===== config.mk =====
export PLATFORM = sky130hd
export DESIGN_NAME = hbsc_device_flat
export DESIGN_NICKNAME = d
export VERILOG_FILES = /design/src/hw/hbsc_pkg.sv /design/src/hw/hbsc_link_if.sv /design/src/hw/hbsc_device.sv /design/src/hw/hbsc_sync3.sv /design/src/flat_wrapper.sv
export SDC_FILE = /design/constraint.sdc
export NUM_CORES = 1
export LEC_CHECK = 0
export BUFFER_PORTS_ARGS = -buffer_cell sky130_fd_sc_hd__buf_2
export CAP_MARGIN = 20
export CORE_AREA = 5 5 122 124
export DETAILED_ROUTE_END_ITERATION = 7
export DIE_AREA = 0 0 127 129
export PLACE_DENSITY = 0.47
export SYNTH_ARGS = -nofsm -noshare
export SYNTH_HDL_FRONTEND = slang
export SYNTH_HIERARCHICAL = 1
export SYNTH_SLANG_ARGS = --single-unit

===== constraint.sdc =====
create_clock -name aclk -period 2.85 [get_ports aclk]
set_input_delay 0.1425 -clock aclk [delete_from_list [all_inputs] [get_ports aclk]]
set_output_delay 0.1425 -clock aclk [all_outputs]
set_load 0.01 [all_outputs]

===== src/hw/hbsc_pkg.sv =====
/*
 * Constants shared by the serial control port of the triple half-bridge driver
 * and by the controller that drives it.
 * Assumes a single 50 MHz system clock in both ends.
 */
// Functional notes
// - Chip select falling starts a transfer.
// - Input sampled on every falling serial clock.
// - Host sends control word LSB first.
// - Control word applied only at chip select rise.
// - Output released while deselected, driven when selected.
// - Output changes on rising serial clock only; here it also takes status bit zero at chip select fall.
// - Status shifted out LSB first, prewarning first.
// - Clear bit resets supply, open, short flags.
// - Bits one to six switch the drivers.
// - Bit thirteen enables overcurrent shutdown.
// - Status bits one to six show switch state.
// - Status bit zero shows thermal prewarning.
// - Bit thirteen flags short-circuit shutdown.
// - Bit fourteen flags open load.
// - Bit fifteen flags supply undervoltage.
// - Reset: switches off, overcurrent shutdown on.
// - Host avoids test-mode patterns with bits 15,14,13.
// - Each transfer moves sixteen bits each way.
// - Select without clocks changes nothing.
// - Clear bit re-enables short-circuit disabled outputs.
// - Standby low turns off and clears everything.
package hbsc_pkg;

  // ---------------------------------------------------------------------------
  // Word layout
  // ---------------------------------------------------------------------------
  localparam int          WORD_BITS     = 16;
  localparam int          CNT_BITS      = 5;
  localparam int          BIT_CLEAR     = 0;
  localparam int          BIT_SW_LO     = 1;
  localparam int          SW_COUNT      = 6;
  localparam int          BIT_OCS       = 13;
  localparam int          BIT_THERMAL   = 0;
  localparam int          BIT_SHORT     = 13;
  localparam int          BIT_OPEN      = 14;
  localparam int          BIT_SUPPLY    = 15;
  localparam logic [15:0] CTRL_RESET    = 16'h2000;
  localparam logic [15:0] CTRL_USED     = 16'h207F;
  localparam logic [15:0] TEST_MASK     = 16'hE000;

  // ---------------------------------------------------------------------------
  // Controller register map (AXI4-Lite byte addresses) and timing
  // ---------------------------------------------------------------------------
  localparam logic [3:0]  ADDR_CTRL     = 4'h0;
  localparam logic [3:0]  ADDR_STAT     = 4'h4;
  localparam logic [3:0]  ADDR_BUSY     = 4'h8;
  localparam int          CLK_MHZ       = 50;
  localparam int          LINK_NS       = 1000;
  localparam int          HALF_CYC      = LINK_NS * CLK_MHZ / 2000;
  localparam logic [1:0]  RESP_OKAY     = 2'b00;
  localparam logic [1:0]  RESP_SLVERR   = 2'b10;

endpackage : hbsc_pkg


===== src/hw/hbsc_link_if.sv =====
/*
 * Serial link between the controller and the half-bridge control port.
 * The testbench resolves the shared data-out wire from its enable.
 */
`timescale 1ns/1ps
interface hbsc_link_if;
  logic sel_n;      // Chip select, active low.
  logic sclk;       // Serial clock.
  logic serial_in;  // Data into the device.
  logic sdo_o;      // Device data out value.
  logic sdo_oe;     // Device data out enable.
  logic sdo_i;      // Resolved data out wire.

  modport device (input sel_n, input sclk, input serial_in, input sdo_i,
                  output sdo_o, output sdo_oe);
  modport host   (output sel_n, output sclk, output serial_in, input sdo_i);
endinterface : hbsc_link_if


===== src/hw/hbsc_device.sv =====
/*
 * Serial control and status port of the triple half-bridge driver.
 * Assumes the power-stage conditions arrive as levels from analog blocks
 * on other clocks; they and all link pins are synchronised here.
 */
// Local design decisions: the AXI4-Lite interface to the registers and the address map.
`timescale 1ns/1ps
module hbsc_device (
  input  wire logic            aclk,            // System clock, 50 MHz.
  input  wire logic            aresetn,         // Synchronous reset, active low.
  input  wire logic            standby_n,       // Inhibit input, low = standby.
  hbsc_link_if.device          link,            // Serial link.
  input  wire logic            thermal_warn,    // Temperature prewarning level.
  input  wire logic            thermal_trip,    // Thermal shutdown level.
  input  wire logic [5:0]      sw_overcurrent,  // Overcurrent per switch.
  input  wire logic [5:0]      sw_underload,    // Current below open threshold.
  input  wire logic            supply_low,      // Power-stage undervoltage.
  output logic       [5:0]     sw_on,           // Driver gate enables.
  output logic       [15:0]    ctrl_word        // Executed control word.
);
  logic       sel_s;
  logic       clk_s;
  logic       din_s;
  logic       warn_s;
  logic       trip_s;
  logic       uv_s;
  logic       stby_s;
  logic [5:0] oc_s;
  logic [5:0] ul_s;

  // ---------------------------------------------------------------------------
  // Synchronisers
  // ---------------------------------------------------------------------------
  hbsc_sync3 #(.INIT(1'b1)) u_sel  (.aclk(aclk), .aresetn(aresetn), .din(link.sel_n),
                                    .dout(sel_s));
  hbsc_sync3 #(.INIT(1'b0)) u_clk  (.aclk(aclk), .aresetn(aresetn), .din(link.sclk),
                                    .dout(clk_s));
  hbsc_sync3 #(.INIT(1'b0)) u_din  (.aclk(aclk), .aresetn(aresetn), .din(link.serial_in),
                                    .dout(din_s));
  hbsc_sync3 #(.INIT(1'b0)) u_warn (.aclk(aclk), .aresetn(aresetn), .din(thermal_warn),
                                    .dout(warn_s));
  hbsc_sync3 #(.INIT(1'b0)) u_trip (.aclk(aclk), .aresetn(aresetn), .din(thermal_trip),
                                    .dout(trip_s));
  hbsc_sync3 #(.INIT(1'b0)) u_uv   (.aclk(aclk), .aresetn(aresetn), .din(supply_low),
                                    .dout(uv_s));
  hbsc_sync3 #(.INIT(1'b0)) u_stby (.aclk(aclk), .aresetn(aresetn), .din(standby_n),
                                    .dout(stby_s));
  genvar gi;
  generate
    for (gi = 0; gi < hbsc_pkg::SW_COUNT; gi++) begin : g_sw
      hbsc_sync3 #(.INIT(1'b0)) u_oc (.aclk(aclk), .aresetn(aresetn),
                                      .din(sw_overcurrent[gi]), .dout(oc_s[gi]));
      hbsc_sync3 #(.INIT(1'b0)) u_ul (.aclk(aclk), .aresetn(aresetn),
                                      .din(sw_underload[gi]), .dout(ul_s[gi]));
    end
  endgenerate

  // ---------------------------------------------------------------------------
  // State
  // ---------------------------------------------------------------------------
  logic        sel_d_reg;
  logic        sel_d_next;
  logic        clk_d_reg;
  logic        clk_d_next;
  logic [15:0] shin_reg;     // Incoming control bits.
  logic [15:0] shin_next;
  logic [15:0] shout_reg;    // Outgoing status bits.
  logic [15:0] shout_next;
  logic [4:0]  cnt_reg;      // Falling clock edges seen.
  logic [4:0]  cnt_next;
  logic        first_reg;    // No rising edge yet in this frame.
  logic        first_next;
  logic [15:0] ctrl_reg;
  logic [15:0] ctrl_next;
  logic [5:0]  dis_reg;      // Switches held off by a fault.
  logic [5:0]  dis_next;
  logic        short_reg;
  logic        short_next;
  logic        open_reg;
  logic        open_next;
  logic        psf_reg;
  logic        psf_next;
  logic        thlock_reg;
  logic        thlock_next;
  logic        sdo_reg;
  logic        sdo_next;
  logic        oe_reg;
  logic        oe_next;

  logic        sel_fall;
  logic        sel_rise;
  logic        clk_fall;
  logic        clk_rise;
  logic        clr;
  logic [5:0]  act;
  logic [5:0]  stat_sw;
  logic [15:0] status;
  localparam int BIT_SW_LO_C = hbsc_pkg::BIT_SW_LO;

  // Edge detection on the synchronised link pins.
  assign sel_fall = sel_d_reg & ~sel_s;
  assign sel_rise = ~sel_d_reg & sel_s;
  assign clk_fall = clk_d_reg & ~clk_s & ~sel_s;
  assign clk_rise = ~clk_d_reg & clk_s & ~sel_s;

  // Switches that are commanded on and not held off by any fault.
  assign act     = ctrl_reg[BIT_SW_LO_C +: 6] & ~dis_reg & {6{~uv_s & ~thlock_reg}};
  assign stat_sw = act;

  // Status word assembly; unused positions read low.
  always_comb begin
    status = 16'h0000;
    status[hbsc_pkg::BIT_THERMAL]          = warn_s;
    status[hbsc_pkg::BIT_SW_LO +: 6]       = stat_sw;
    status[hbsc_pkg::BIT_SHORT]            = short_reg;
    status[hbsc_pkg::BIT_OPEN]             = open_reg;
    status[hbsc_pkg::BIT_SUPPLY]           = psf_reg;
  end

  // Next-state logic for the serial port, control word and fault flags.
  always_comb begin
    sel_d_next  = sel_s;
    clk_d_next  = clk_s;
    shin_next   = shin_reg;
    shout_next  = shout_reg;
    cnt_next    = cnt_reg;
    first_next  = first_reg;
    ctrl_next   = ctrl_reg;
    dis_next    = dis_reg;
    thlock_next = thlock_reg | trip_s;
    sdo_next    = sdo_reg;
    oe_next     = ~sel_s;
    clr         = 1'b0;
    // Status is loaded at select, so bit zero can be read without clocks.
    if (sel_fall) begin
      shout_next = status;
      sdo_next   = status[0];
      cnt_next   = '0;
      first_next = 1'b1;
    end
    if (clk_fall) begin
      shin_next = {din_s, shin_reg[15:1]};
      // The count saturates far above sixteen, so an overlong frame is refused too.
      if (cnt_reg != 5'h1F) cnt_next = cnt_reg + 5'd1;
    end
    if (clk_rise) begin
      if (!first_reg) begin
        shout_next = {1'b0, shout_reg[15:1]};
        sdo_next   = shout_reg[1];
      end
      first_next = 1'b0;
    end
    if (sel_rise && cnt_reg == 5'(hbsc_pkg::WORD_BITS)) begin
      ctrl_next = shin_reg & hbsc_pkg::CTRL_USED;
      clr       = shin_reg[hbsc_pkg::BIT_CLEAR];
      // A thermal trip holds every switch off until a clear comes with the trip gone.
      if (clr && !trip_s) begin
        dis_next    = '0;
        thlock_next = 1'b0;
      end
    end
    // Overcurrent shutdown latches the affected switches off.
    if (ctrl_reg[hbsc_pkg::BIT_OCS]) dis_next = dis_next | (oc_s & ctrl_reg[BIT_SW_LO_C +: 6]);
    // Flags: a clear and a new event in one cycle leave the flag set.
    short_next = (short_reg & ~clr) | (|(oc_s & ctrl_reg[BIT_SW_LO_C +: 6]));
    open_next  = (open_reg & ~clr) | (|(ul_s & act));
    psf_next   = (psf_reg & ~clr) | uv_s;
    ctrl_word  = ctrl_reg;
  end

  // Register stage; standby acts like reset and clears the status flags.
  always_ff @(posedge aclk) begin
    if (!aresetn || !stby_s) begin
      sel_d_reg  <= 1'b1;
      clk_d_reg  <= 1'b0;
      shin_reg   <= 16'h0000;
      shout_reg  <= 16'h0000;
      cnt_reg    <= 5'h00;
      first_reg  <= 1'b1;
      ctrl_reg   <= hbsc_pkg::CTRL_RESET;
      dis_reg    <= 6'h00;
      short_reg  <= 1'b0;
      open_reg   <= 1'b0;
      psf_reg    <= 1'b0;
      thlock_reg <= 1'b0;
      sdo_reg    <= 1'b0;
      oe_reg     <= 1'b0;
    end else begin
      sel_d_reg  <= sel_d_next;
      clk_d_reg  <= clk_d_next;
      shin_reg   <= shin_next;
      shout_reg  <= shout_next;
      cnt_reg    <= cnt_next;
      first_reg  <= first_next;
      ctrl_reg   <= ctrl_next;
      dis_reg    <= dis_next;
      short_reg  <= short_next;
      open_reg   <= open_next;
      psf_reg    <= psf_next;
      thlock_reg <= thlock_next;
      sdo_reg    <= sdo_next;
      oe_reg     <= oe_next;
    end
  end

  // Driver outputs follow the executed word and faults.
  assign sw_on       = act;
  assign link.sdo_o  = sdo_reg;
  assign link.sdo_oe = oe_reg;
endmodule : hbsc_device


===== src/hw/hbsc_sync3.sv =====
/*
 * Three-stage input synchroniser; the output moves only when the second
 * and third stages agree. Assumes an asynchronous input.
 */
`timescale 1ns/1ps
module hbsc_sync3 #(
  parameter logic INIT = 1'b0
) (
  input  wire logic aclk,     // System clock.
  input  wire logic aresetn,  // Synchronous reset, active low.
  input  wire logic din,      // Asynchronous input.
  output logic      dout      // Filtered, synchronised level.
);
  logic [2:0] stg_reg;
  logic [2:0] stg_next;
  logic       out_reg;
  logic       out_next;

  // Shift the stages and accept a change once stages two and three agree.
  always_comb begin
    stg_next = {stg_reg[1:0], din};
    out_next = (stg_reg[1] == stg_reg[2]) ? stg_reg[2] : out_reg;
  end

  // Register stage.
  always_ff @(posedge aclk) begin
    if (!aresetn) begin
      stg_reg <= {3{INIT}};
      out_reg <= INIT;
    end else begin
      stg_reg <= stg_next;
      out_reg <= out_next;
    end
  end

  assign dout = out_reg;
endmodule : hbsc_sync3


===== src/flat_wrapper.sv =====
// flat-port wrapper written by rule: the top's interface ports become plain ports
module hbsc_device_flat 
  (aclk, aresetn, standby_n, thermal_warn, thermal_trip, sw_overcurrent, sw_underload, supply_low, sw_on, ctrl_word, link_sel_n, link_sclk, link_serial_in, link_sdo_i, link_sdo_o, link_sdo_oe);
  hbsc_link_if link_i ();
  input  wire logic aclk;
  input  wire logic aresetn;
  input  wire logic standby_n;
  input  wire logic thermal_warn;
  input  wire logic thermal_trip;
  input  wire logic [5:0] sw_overcurrent;
  input  wire logic [5:0] sw_underload;
  input  wire logic supply_low;
  output logic       [5:0] sw_on;
  output logic       [15:0] ctrl_word;
  input wire logic [$bits(link_i.sel_n)-1:0] link_sel_n;
  input wire logic [$bits(link_i.sclk)-1:0] link_sclk;
  input wire logic [$bits(link_i.serial_in)-1:0] link_serial_in;
  input wire logic [$bits(link_i.sdo_i)-1:0] link_sdo_i;
  output wire logic [$bits(link_i.sdo_o)-1:0] link_sdo_o;
  output wire logic [$bits(link_i.sdo_oe)-1:0] link_sdo_oe;
  assign link_i.sel_n = link_sel_n;
  assign link_i.sclk = link_sclk;
  assign link_i.serial_in = link_serial_in;
  assign link_i.sdo_i = link_sdo_i;
  assign link_sdo_o = link_i.sdo_o;
  assign link_sdo_oe = link_i.sdo_oe;
  hbsc_device u_core (.aclk(aclk), .aresetn(aresetn), .standby_n(standby_n), .link(link_i), .thermal_warn(thermal_warn), .thermal_trip(thermal_trip), .sw_overcurrent(sw_overcurrent), .sw_underload(sw_underload), .supply_low(supply_low), .sw_on(sw_on), .ctrl_word(ctrl_word));
endmodule

==> flow_summary.html <==
<table>
<tr><th>Metric</th><th>Value</th></tr>
<tr><th colspan="2">Final layout</th></tr>
<tr><td>Share of layout cells above drive strength 1</td><td>0.185</td></tr>
<tr><td>Layout Cell Area excl Fill</td><td>5820 um^2</td></tr>
<tr><td>Number of diodes added for antenna fixing</td><td>0</td></tr>
<tr><td>Post-layout util</td><td>0.426</td></tr>
<tr><td>P&amp;R area growth vs syn</td><td>24.5%</td></tr>
<tr><td>Net total in the final layout</td><td>568</td></tr>
<tr><th colspan="2">GRT</th></tr>
<tr><td>Overall Global Routing Usage</td><td>0.124</td></tr>
<tr><td>Wire length of the first global-routing pass</td><td>16000 um</td></tr>
<tr><td>Total global routing overflow</td><td>0</td></tr>
<tr><td>Pin count of the biggest net entering global routing</td><td>44</td></tr>
<tr><td>Antenna violations before repair</td><td>0</td></tr>
<tr><td>Number of global-route vias before repair</td><td>3271</td></tr>
<tr><th colspan="2">Yosys</th></tr>
<tr><td>Cell area after synthesis</td><td>4680 um^2</td></tr>
<tr><td>Mean Syn Cell Area</td><td>9.81 um^2</td></tr>
<tr><td>Number of synthesized register bits</td><td>135</td></tr>
<tr><td>Distinct cells, synth</td><td>47</td></tr>
<tr><td>Flip-flop cell with the highest count after synthesis</td><td>dfxtp_1</td></tr>
<tr><td>Number of warning messages in the yosys log</td><td>6</td></tr>
<tr><td>Proportion of synthesized chip area in sequential cells</td><td>0.578</td></tr>
<tr><td>Ys async rst share</td><td>0</td></tr>
<tr><td>Number of flops mapped to enable cells by yosys</td><td>0</td></tr>
<tr><td>Gate Count Post-Synth</td><td>477</td></tr>
<tr><th colspan="2">STA</th></tr>
<tr><td>Number of failing hold endpoints at the final stage</td><td>0</td></tr>
<tr><td>Pins over their slew limit</td><td>0</td></tr>
<tr><td>Max Clk Rate</td><td>499 MHz</td></tr>
<tr><td>Worst Clk Skew</td><td>6.86 ps</td></tr>
<tr><td>Final setup viols</td><td>0</td></tr>
<tr><td>Slew margin rel.</td><td>0.380</td></tr>
<tr><td>Total negative slack</td><td>0 ps</td></tr>
<tr><td>Final critical-path share of the clock period</td><td>0.703</td></tr>
<tr><td>Slew at the pin closest to its max-slew limit</td><td>925 ps</td></tr>
<tr><td>Final Worst Setup Slack</td><td>847 ps</td></tr>
<tr><td>Final worst path period need</td><td>2000 ps</td></tr>
<tr><td>Unrepaired setup endpoints after global routing</td><td>false</td></tr>
<tr><th colspan="2">Setup path</th></tr>
<tr><td>Buf/Inv on CP</td><td>1</td></tr>
<tr><td>Top fanout value on the critical path</td><td>9</td></tr>
<tr><td>Reg2Reg Depth</td><td>7</td></tr>
<tr><td>Worst flop-to-flop path startpoint</td><td>u_core/cnt_reg[0]</td></tr>
<tr><td>Capture instance of the worst register-to-register path</td><td>u_core/cnt_reg[2]</td></tr>
<tr><td>Critical path class</td><td>flop to flop</td></tr>
<tr><td>Cell family with most CP delay</td><td>adder cells</td></tr>
<tr><td>Crit path arrival time</td><td>2330 ps</td></tr>
<tr><td>Kind of end point of the critical path</td><td>flop</td></tr>
<tr><td>Slowest stage cell, crit path</td><td>mux2_2</td></tr>
<tr><td>Slack of the worst reg-to-reg path</td><td>850 ps</td></tr>
<tr><td>Worst-path cell chain</td><td>ha_1, and3_2, ha_1, nor4b_2, buf_4, mux2_2, a211oi_1</td></tr>
<tr><td>Most frequent CP cell</td><td>ha_1</td></tr>
<tr><td>Element type at the critical path start</td><td>flop</td></tr>
<tr><td>Data required time of the worst path</td><td>3180 ps</td></tr>
<tr><td>Max incr delay on CP</td><td>340 ps</td></tr>
<tr><th colspan="2">Die</th></tr>
<tr><td>Die boundary width</td><td>127 um</td></tr>
<tr><td>I/O pin count</td><td>46</td></tr>
<tr><td>Effective utilization at floorplan</td><td>0.342</td></tr>
<tr><td>Floorplan core area</td><td>13700 um^2</td></tr>
<tr><td>Die area</td><td>16400 um^2</td></tr>
<tr><td>Row count</td><td>43</td></tr>
<tr><td>Die extent in y</td><td>129 um</td></tr>
<tr><th colspan="2">Run status</th></tr>
<tr><td>Outcome</td><td>complete, no violations</td></tr>
<tr><th colspan="2">Drt</th></tr>
<tr><td>Detailed Route Iter0 Violations</td><td>278</td></tr>
<tr><td>DRC Markers</td><td>0</td></tr>
<tr><td>Avg WL per Cell</td><td>12.8 um</td></tr>
<tr><td>First-pass DRT Iterations</td><td>4</td></tr>
<tr><td>Routed vias</td><td>3437</td></tr>
<tr><td>Wire length after detailed routing</td><td>9430 um</td></tr>
<tr><td>Via/cell ratio</td><td>4.67</td></tr>
<tr><td>DRT antenna net count</td><td>0</td></tr>
<tr><th colspan="2">Place</th></tr>
<tr><td>Detailed-placement wirelength estimate</td><td>6200 um</td></tr>
<tr><td>Minimum setup slack after placement</td><td>857 ps</td></tr>
<tr><td>Post-placement cell area</td><td>5050 um^2</td></tr>
<tr><td>Routability-driven placement congestion ratio</td><td>0.720</td></tr>
<tr><td>Number of port buffers</td><td>36</td></tr>
<tr><th colspan="2">Clock tree</th></tr>
<tr><td>Worst-path clk slew</td><td>50 ps</td></tr>
<tr><td>Clock root cell</td><td>clkbuf_16</td></tr>
<tr><td>Maximum clock insertion buffer count</td><td>2</td></tr>
<tr><td>CTS HTree Levels</td><td>4</td></tr>
<tr><td>Clk sink count</td><td>135</td></tr>
<tr><td>Post-CTS Hold Fix Bufs</td><td>19</td></tr>
<tr><td>Cells resized by post-CTS repair</td><td>0</td></tr>
<tr><td>Clk Latency, worst-skew pair</td><td>410 ps</td></tr>
<tr><td>Clock tree from TritonCTS</td><td>yes</td></tr>
<tr><td>Post-CTS Repair Setup Buffers</td><td>0</td></tr>
<tr><td>Number of buffers inserted during clock tree synthesis</td><td>17</td></tr>
<tr><th colspan="2">Min path</th></tr>
<tr><td>Hold Path Cell Cnt</td><td>2</td></tr>
<tr><td>Worst min-delay path endpoint</td><td>u_core/u_sel/stg_reg[0]</td></tr>
<tr><td>Class of the tightest hold or removal check</td><td>primary input to flop</td></tr>
<tr><td>HP Start</td><td>aresetn</td></tr>
<tr><th colspan="2">Power and ir drop</th></tr>
<tr><td>Power density cells</td><td>709 nW/um^2</td></tr>
<tr><td>Worst vdd rail ir drop</td><td>0.000455 V</td></tr>
<tr><td>Tot Pwr</td><td>0.00413 W</td></tr>
<tr><td>Leakage power</td><td>2.12 nW</td></tr>
<tr><th colspan="2">Job</th></tr>
<tr><td>Number of max-capacitance violations reported</td><td>0</td></tr>
</table>
## cells by family (layout without fill, tap and decap cells)
logic type / after synthesis / in the layout / synth area share
AOI/OAI and AO/OA: 109 / 109 / 0.150
DFF: 135 / 135 / 0.578
and+or+nand+nor: 198 / 198 / 0.226
buffers and inverters: 29 / 101 / 0.0326
adders and majority gates: 3 / 3 / 0.00803
other: 1 / 8 / 0.000802
muxes: 2 / 2 / 0.00455
## final cells by class
cell class | instances | area [um^2]
Tap cell | 180 | 225
Clock buffer | 20 | 457
Inverter | 4 | 15.0
Clock inverter | 12 | 128
Sequential cell | 135 | 2700
Fill cell | 1341 | 7850
Multi-Input combinational cell | 320 | 1850
Timing Repair Buffer | 65 | 445
## per-layer routing
| metal | global-route usage | part of all wire | vias up |
|---|---|---|---|
| met5 | 0 | 0 | - |
| met3 | 0.0461 | 0.047 | 15 |
| met2 | 0.186 | 0.46 | 57 |
| met4 | 0.0618 | 0.019 | 0 |
| li1 | - | - | 1752 |
| met1 | 0.158 | 0.48 | 1613 |
## cells in the final DEF, fill, tap and decap left out, types with 12 or more instances in the layout
cell type	count
and2_2	18
and2_1	36
dfxtp_1	135
nand2_1	85
o21ai_1	19
dlygate4sd3_1	19
nor2_1	12
buf_2	36
nand3_1	18
a21boi_1	18
clkbuf_16	17
a21oi_1	35
## worst max path at each step
stage | from | end | slack, ps | cells past startpoint
floorplan | u_core/cnt_reg[0] | u_core/cnt_reg[2] | 820 | 6
global placement | u_core/cnt_reg[0] | u_core/cnt_reg[2] | 900 | 7
detailed placement | u_core/cnt_reg[0] | u_core/cnt_reg[2] | 860 | 7
CTS | u_core/u_uv/dout | sw_on[1] | 780 | 2
global route | u_core/u_uv/dout | sw_on[1] | 640 | 2
finish | u_core/cnt_reg[0] | u_core/cnt_reg[2] | 850 | 7
## Yosys cell counts, types with 2 or more instances
cell / n / area share
o21ai_0: 11 / 0.012
nor4b_1: 7 / 0.013
a21oi_1: 35 / 0.037
nor2_1: 12 / 0.0096
buf_1: 2 / 0.0016
buf_4: 8 / 0.013
clkbuf_1: 9 / 0.0072
or3_1: 3 / 0.0040
o21ai_1: 19 / 0.020
ha_1: 3 / 0.0080
and2_1: 36 / 0.048
a22oi_1: 3 / 0.0048
dfxtp_1: 135 / 0.58
nand2b_1: 4 / 0.0053
nand3_1: 18 / 0.019
nand2_1: 85 / 0.068
and2_2: 18 / 0.029
a311oi_1: 9 / 0.017
inv_1: 4 / 0.0032
a41oi_1: 2 / 0.0037
o2bb2ai_1: 6 / 0.011
a21boi_1: 18 / 0.029
nor4b_2: 2 / 0.0064
buf_2: 5 / 0.0053
## where the power goes
| part | internal [W] | leakage [nW] | switching, W |
|---|---|---|---|
| logic | 0.0000482 | 0.731 | 0.0000317 |
| clock network | 0.00133 | 0.289 | 0.000786 |
| registers | 0.00192 | 1.10 | 0.0000119 |
| total | 0.00330 | 2.12 | 0.000830 |
## through the flow
stage          cells  hold slack, ps
2_1_floorplan    484             216
3_3_place_gp     685             329
3_5_place_dp     685             331
4_1_cts          736             231
5_1_grt          736             268
6_report         736             232
Power figures use the tool's default switching activity.
